==> config.mk <==
export PLATFORM = sky130hd
export DESIGN_NAME = pecd_top
export DESIGN_NICKNAME = d
export VERILOG_FILES = /design/src/pecd_pkg.sv /design/src/pecd_drive_sel.sv /design/src/pecd_top.sv
export SDC_FILE = /design/constraint.sdc
export NUM_CORES = 1
export LEC_CHECK = 0
export ABC_AREA = 0
export BUFFER_PORTS_ARGS = -buffer_cell sky130_fd_sc_hd__buf_2
export CAP_MARGIN = 20
export CORE_ASPECT_RATIO = 2
export CORE_UTILIZATION = 38
export DETAILED_ROUTE_END_ITERATION = 16
export GPL_TIMING_DRIVEN = 1
export RECOVER_POWER = 25
export SLEW_MARGIN = 20
export SYNTH_ARGS = -nofsm -noshare
export SYNTH_HDL_FRONTEND = slang
export SYNTH_HIERARCHICAL = 1
export SYNTH_SLANG_ARGS = --single-unit
==> constraint.sdc <==
create_clock -name sys_clk -period 9.85 [get_ports sys_clk]
set_input_delay 1.97 -clock sys_clk [delete_from_list [all_inputs] [get_ports sys_clk]]
set_output_delay 1.97 -clock sys_clk [all_outputs]
set_load 0.02 [all_outputs]
==> src/pecd_pkg.sv <==
// Package: register map, field positions, reset values and carriers
// Assumes a serial bus engine outside hands over decoded register accesses
package pecd_pkg;

  // Register addresses
  localparam logic [7:0] ADDR_GLOBAL_DRIVE = 8'h02;
  localparam logic [7:0] ADDR_DEVICE_CFG   = 8'h04;
  localparam logic [7:0] ADDR_MASK         = 8'h06;
  localparam logic [7:0] ADDR_DISP_TEST    = 8'h07;
  localparam logic [7:0] ADDR_SEG_FIRST    = 8'h12;
  localparam logic [7:0] ADDR_SEG_LAST     = 8'h1F;

  // Field positions
  localparam int CFG_RUN_BIT    = 0;
  localparam int CFG_INDIV_BIT  = 6;
  localparam int CFG_ARM_BIT    = 7;
  localparam int MASK_ALERT_BIT = 7;
  localparam int DT_ON_BIT      = 0;

  // Widths and counts
  localparam int NUM_MON   = 7;
  localparam int NUM_SEG   = 28;
  localparam int SEG_BASE  = 4;
  localparam int NUM_CREG  = 14;

  // Reset values and fixed codes
  localparam logic [7:0] CFG_RESET    = 8'h00;
  localparam logic [3:0] LEVEL_RESET  = 4'h0;
  localparam logic [6:0] MASK_RESET   = 7'h00;
  localparam logic [3:0] LEVEL_HALF   = 4'h7;
  localparam logic [7:0] CFG_RD_MASK  = 8'hC1;
  localparam logic [7:0] LOW_NIB_MASK = 8'h0F;
  localparam logic [7:0] ZERO_BYTE    = 8'h00;

  // Port mode codes of a port's two configuration bits
  localparam logic [1:0] MODE_LED     = 2'h0;
  localparam logic [1:0] MODE_OUT     = 2'h1;

  // Register access from the serial engine
  typedef struct packed {
    logic       wrStb;
    logic       rdStb;
    logic [7:0] addr;
    logic [7:0] wdata;
  } pecd_access_t;

  // Detector state
  typedef enum logic [2:0] {
    DET_IDLE  = 3'b001,
    DET_WATCH = 3'b010,
    DET_HELD  = 3'b100
  } pecd_det_t;

endpackage

==> src/pecd_drive_sel.sv <==
// Per-port drive selection: on/off and current level for each LED-driver port
// Assumes stored controls arrive as levels from the register block
module pecd_drive_sel
  import pecd_pkg::*;
(
  // Stored controls
  input  wire logic [1:0]           portMode [NUM_SEG],
  input  wire logic [NUM_SEG-1:0]   portData,
  input  wire logic [3:0]           segLevel [NUM_SEG],
  input  wire logic [3:0]           globalLevel,
  input  wire logic                 indivMode,
  input  wire logic                 running,
  input  wire logic                 testOn,
  // Per-port results
  output logic      [NUM_SEG-1:0]   ledOn,
  output logic      [3:0]           ledLevel [NUM_SEG]
);

  // Combine global, per-segment and display-test choices
  always_comb
  begin
    for (int i = 0; i < NUM_SEG; i++)
    begin
      ledOn[i]    = 1'b0;
      ledLevel[i] = indivMode ? segLevel[i] : globalLevel;
      if (portMode[i] == MODE_LED)
      begin
        if (testOn)
        begin
          ledOn[i]    = 1'b1;
          ledLevel[i] = LEVEL_HALF;
        end
        else
          ledOn[i] = running & portData[i];
      end
    end
  end

endmodule

==> src/pecd_top.sv <==
// Configuration, global current, transition detection and display test
// Assumes decoded accesses synchronous to sys_clk; pins already synchronous
module pecd_top
  import pecd_pkg::*;
(
  // Clock and reset
  input  wire logic                 sys_clk,
  input  wire logic                 arst_n,
  // Register access
  input  wire pecd_access_t         acc,
  output logic      [7:0]           rdata,
  // Port levels and configuration from the port block
  input  wire logic [NUM_MON-1:0]   monitoredPorts,
  input  wire logic [1:0]           portMode [NUM_SEG],
  input  wire logic [NUM_SEG-1:0]   portData,
  // Alert pin port
  output logic                      alertPinPort,
  output logic                      alertPinOe_n,
  // Drive results
  output logic                      shutdown,
  output logic      [NUM_SEG-1:0]   ledOn,
  output logic      [3:0]           ledLevel [NUM_SEG]
);

  //////////////////////////////////////////////////////////////////////////////
  // Reset release
  logic [1:0] rstSync;
  logic       rst_n;

  // Two-stage release of the async reset
  always_ff @(posedge sys_clk or negedge arst_n)
  begin
    if (!arst_n)
      rstSync <= 2'b00;
    else
      rstSync <= {rstSync[0], 1'b1};
  end
  assign rst_n = rstSync[1];

  //////////////////////////////////////////////////////////////////////////////
  // State
  typedef struct packed {
    logic [7:0]         cfg;
    logic [3:0]         globalLevel;
    logic [6:0]         mask;
    logic               alert;
    logic [6:0]         snapshot;
    pecd_det_t          det;
    logic               testOn;
    logic [7:0]         rdata;
  } pecd_state_t;

  pecd_state_t st;
  pecd_state_t next_st;
  logic [7:0]  segReg [NUM_CREG];
  logic [3:0]  segLevel [NUM_SEG];
  logic        cfgWr;
  logic        maskAcc;
  logic        armWr;
  logic        diff;
  logic        alertPinEn;

  // Address match helper
  function automatic logic hit(input logic [7:0] a, input logic [7:0] target);
    hit = (a == target);
  endfunction

  // Segment register index of an address in range
  function automatic logic [3:0] segIdx(input logic [7:0] a);
    logic [7:0] d;
    d = a - ADDR_SEG_FIRST;
    segIdx = d[3:0];
  endfunction

  assign cfgWr   = acc.wrStb & hit(acc.addr, ADDR_DEVICE_CFG);
  assign armWr   = cfgWr & acc.wdata[CFG_ARM_BIT];
  // Any read or write of the mask register clears a held alert
  assign maskAcc = (acc.wrStb | acc.rdStb) & hit(acc.addr, ADDR_MASK);
  // Difference of unmasked monitored ports, whatever their direction
  assign diff    = |((monitoredPorts ^ st.snapshot) & st.mask);
  // Alert pin active when its port is set as output
  assign alertPinEn = (portMode[NUM_SEG-1] == MODE_OUT);

  //////////////////////////////////////////////////////////////////////////////
  // Next state
  always_comb
  begin
    next_st = st;
    // Register writes
    if (acc.wrStb)
    begin
      if (hit(acc.addr, ADDR_GLOBAL_DRIVE))
        next_st.globalLevel = acc.wdata[3:0];
      else if (hit(acc.addr, ADDR_DEVICE_CFG))
        next_st.cfg = acc.wdata & CFG_RD_MASK;
      else if (hit(acc.addr, ADDR_MASK))
        next_st.mask = acc.wdata[6:0];
      else if (hit(acc.addr, ADDR_DISP_TEST))
        next_st.testOn = acc.wdata[DT_ON_BIT];
    end
    // Detector
    case (st.det)
      DET_IDLE:
      begin
        next_st.det = DET_IDLE;
      end
      DET_WATCH:
      begin
        if (diff)
        begin
          next_st.alert = 1'b1;
          next_st.det   = DET_HELD;
        end
      end
      DET_HELD:
      begin
        next_st.alert = 1'b1;
        if (maskAcc)
        begin
          next_st.alert = 1'b0;
          next_st.det   = DET_IDLE;
        end
      end
      default:
      begin
        next_st.det = DET_IDLE;
      end
    endcase
    // Mask access while idle keeps the alert clear; a change seen while watching wins
    if (maskAcc && st.det == DET_IDLE)
      next_st.alert = 1'b0;
    // Disarm write stops detection
    if (cfgWr && !acc.wdata[CFG_ARM_BIT] && st.det == DET_WATCH)
      next_st.det = DET_IDLE;
    // Arming write: new snapshot, clear alert, watch
    if (armWr)
    begin
      next_st.snapshot = monitoredPorts;
      next_st.alert    = 1'b0;
      next_st.det      = DET_WATCH;
    end
    // Read data
    next_st.rdata = ZERO_BYTE;
    if (acc.rdStb)
    begin
      if (hit(acc.addr, ADDR_GLOBAL_DRIVE))
        next_st.rdata = {4'h0, st.globalLevel};
      else if (hit(acc.addr, ADDR_DEVICE_CFG))
        next_st.rdata = st.cfg & CFG_RD_MASK;
      else if (hit(acc.addr, ADDR_MASK))
        next_st.rdata = {st.alert, st.mask};
      else if (hit(acc.addr, ADDR_DISP_TEST))
        next_st.rdata = {7'h00, st.testOn};
      else if (acc.addr >= ADDR_SEG_FIRST && acc.addr <= ADDR_SEG_LAST)
        next_st.rdata = segReg[segIdx(acc.addr)];
    end
  end

  // State register
  always_ff @(posedge sys_clk or negedge rst_n)
  begin
    if (!rst_n)
    begin
      st.cfg         <= CFG_RESET;
      st.globalLevel <= LEVEL_RESET;
      st.mask        <= MASK_RESET;
      st.alert       <= 1'b0;
      st.snapshot    <= MASK_RESET;
      st.det         <= DET_IDLE;
      st.testOn      <= 1'b0;
      st.rdata       <= ZERO_BYTE;
    end
    else
      st <= next_st;
  end

  //////////////////////////////////////////////////////////////////////////////
  // Per-segment current registers
  always_ff @(posedge sys_clk or negedge rst_n)
  begin
    if (!rst_n)
    begin
      for (int i = 0; i < NUM_CREG; i++)
        segReg[i] <= ZERO_BYTE;
    end
    else if (acc.wrStb && acc.addr >= ADDR_SEG_FIRST && acc.addr <= ADDR_SEG_LAST)
      segReg[segIdx(acc.addr)] <= acc.wdata;
  end

  // Low nibble for even segment, high for odd
  always_comb
  begin
    for (int s = 0; s < NUM_SEG; s++)
    begin
      if (s[0])
        segLevel[s] = segReg[s/2][7:4];
      else
        segLevel[s] = segReg[s/2][3:0];
    end
  end

  //////////////////////////////////////////////////////////////////////////////
  // Outputs
  assign rdata        = st.rdata;
  assign shutdown     = ~st.cfg[CFG_RUN_BIT];
  assign alertPinPort = alertPinEn & st.alert;
  assign alertPinOe_n = ~alertPinEn;

  // Drive selection
  pecd_drive_sel u_drive
  (
    .portMode    (portMode),
    .portData    (portData),
    .segLevel    (segLevel),
    .globalLevel (st.globalLevel),
    .indivMode   (st.cfg[CFG_INDIV_BIT]),
    .running     (st.cfg[CFG_RUN_BIT]),
    .testOn      (st.testOn),
    .ledOn       (ledOn),
    .ledLevel    (ledLevel)
  );

endmodule

==> impl_results.md <==
* Outcome: finished with violations
* Failing checks: capacitance limit, slew limit
* Final worst path period share at 0.525
* Mux cell area share after synthesis at 0.252
* Layout Skew at 9.66 ps
* Clk slew on worst S/H paths at 60 ps
* Initial Utilization at 0.390
* Maximum clock path buffer count at 2
* Switch Pwr at 0.452 mW
* Yosys top cell area share at 0.413
* Seq cells post-synth at 148
* Top-count cell post-synth: dfrtp_1
* Clock root cell: clkbuf_16
* YS warnings at 6
* Core Region at 0.0228 mm²
* Switching Share at 0.291
* Setup-failing EPs final at 0
* Initial antenna violation count at 0
* H-tree lvl count at 4
* Post-CTS sizing at 0
* Largest family of logic cells by synthesized area: multiplexers
* Congestion Overflow GR at 0
* Pwr dens at 144 mW/mm²
* Top area cells in the synthesized netlist: dfrtp_1, mux2_2, a211o_1
* Sequential Power Share at 0.435
* CTS tree: built
* GRT Total Usage at 0.264
* VDD IR max at 0.107 mV
* Syn_area_per_cell at 11.6 µm²
* CP Capture Type: primary output
* Mapped Nets at 879
* Number of flops mapped to enable cells by yosys at 0
* CP arrival at 3200 ps
* Comb pwr share at 0.171
* Hold Fails Final Rpt at 0
* Layout Utilization at 0.471
* Fraction of final layout cells sized beyond drive strength 1 at 0.489
* RSZ-0062 raised after global routing: false
* Largest net degree at the start of global routing at 88
* Clock Sinks at 148
* FP Rows at 78
* Simple-Gate Fraction of Synth Area at 0.117
* Max cap viols at 1
* Ys flop type: dfrtp_1
* Minimum clock period at 5170 ps
* Gp weighted congestion at 0.853
* Post-Synth XOR/XNOR Area at 0.0119
* Dpl hpwl at 22700 µm
* Cell Area, Synth at 0.00891 mm²
* Via count at 7480
* DRC at 0
* Setup CP Type: primary input to primary output
* Total wire length at 30800 µm
* Synth async-reset ratio at 1.00
* Clock share of power at 0.394
* CP Max Fanout at 4
* Ports at 262
* Total CTS buffers at 17
* Area grow syn2layout at 20.7%
* Setup TNS Final at 0 ps
* Sequential fraction of the synthesis area at 0.416
* Final Slew Violations at 66
* DR WL/cell at 24.1 µm
* Worst rel slew slack at -0.848
* Netlist cell types at 55
* Commonest cells post-synth: dfrtp_1, mux2_2, a211o_1
* Drt first pass iters at 5
* Non-Filler Instances at 1279
* Synth Area in Adders at 0.00140
* Cells after DPL at 1247
* Starting DRC count in detailed routing at 395
* Synth Instances at 767
* Vias in the first global route at 7712
* Max Clk Rate at 0.194 GHz
* Placed cell areas at 0.0102 mm²
* Worst setup SP type: primary input
* IO buf count at 261
* Cell Int Power at 1.10 mW
* Worst-Margin Slew at 2770 ps
* Die H at 219 µm
* Setup repair bufs after CTS at 0
* Compound-cell area share of the yosys netlist at 0.149
* Static Leak at 5.94 nW
* Global-route wire length before repair at 46000 µm
* DIE WIDTH at 110 µm
* Overall Power at 1.55 mW
* Area leader, netlist: dfrtp_1
* Diode count at 0
* Hold-fix buffers, CTS at 0
* Final nets at 1098
* Die Area at 0.0241 mm²
* Design area at 0.0108 mm²
* Post-route ant nets at 0
* Clock latency at the later pin of the worst-skew pair at 430 ps
* Worst min path class: flop to flop
* Via-to-Cell Ratio at 5.85
* Req. time, crit path at 7880 ps
==> metal layers <==
layer	vias to the layer above	wire length, µm	global-route usage
met5	-	0	0
met4	0	1350	0.131
met3	70	1330	0.0376
met2	286	17000	0.474
met1	3783	11100	0.295
li1	3341	-	-
==> power groups by stage <==
stage                     Combinational [mW]  Clock [mW]  Sequential, mW
after global routing                   0.282       0.648           0.679
after floorplan                        0.174           0           0.670
after global placement                 0.263           0           0.685
final                                  0.265       0.611           0.675
after CTS                              0.267       0.622           0.675
after detailed placement               0.265           0           0.685
==> cells in the final DEF (no fill, tap or decap), types with 7 or more instances in the layout <==
cell	instances
buf_2	260
dfrtp_1	145
mux2_2	112
a211o_1	84
a21oi_1	63
nand2_1	50
nor3_1	30
mux4_2	28
o21ai_0	20
clkbuf_16	17
nor2_1	16
nor3b_2	16
mux2i_1	14
mux2_4	14
nor3b_1	12
nand3_1	11
xor2_1	8
buf_4	7
==> logic make-up (layout without fill, tap and decap cells) <==
logic type               Yosys count  after routing
multiplexers                     168            168
other                              1              1
adder cells (fa/ha/maj)            1              1
AO/OA/AOI/OAI                    188            188
flip-flops                       148            148
buffers and inverters             75            307
AND/OR/NAND/NOR                  176            176
XOR/XNOR                          10             10
==> final timing paths <==
path / startpoint / end / slack [ps] / cells after the start
max: portMode[23] / ledLevel[44] / 4680 / 4
min: rstSync[0] / rstSync[1] / 360 / 0
max reg2reg: rstSync[1] / st[37] / 6730 / 0
min reg2reg: rstSync[0] / rstSync[1] / 360 / 0
max in group asynchronous: rstSync[1] / st[37] / 6730 / 0
min in group asynchronous: rstSync[1] / segLevel[64] / 1170 / 0
==> registers in the layout, summed over array words and instances, names as in the netlist <==
signal	count
st	26
segLevel	112
rstSync	2
rdata	8
==> per-stage QoR <==
stage | worst slack (ps) | hold WS [ps]
after global placement | 4470 | 340
after CTS | 4650 | 358
after global routing | 4590 | 373
after detailed placement | 4350 | 344
final | 4680 | 356
after floorplan | 5330 | 331
==> layout make-up <==
class / count / area (µm²)
Sequential cell: 148 / 3710
Fill cell: 2253 / 12100
Tap cell: 280 / 350
Clock inverter: 12 / 106
Multi-Input combinational cell: 544 / 4750
Timing Repair Buffer: 269 / 1370
Inverter: 6 / 22.5
Clock buffer: 20 / 447
==> worst max-delay path: stages <==
cell     delay (ps)
buf_2           100
nor3b_1         760
a211o_1         200
buf_2           160
No activity file was read; power rests on OpenSTA's default activity.
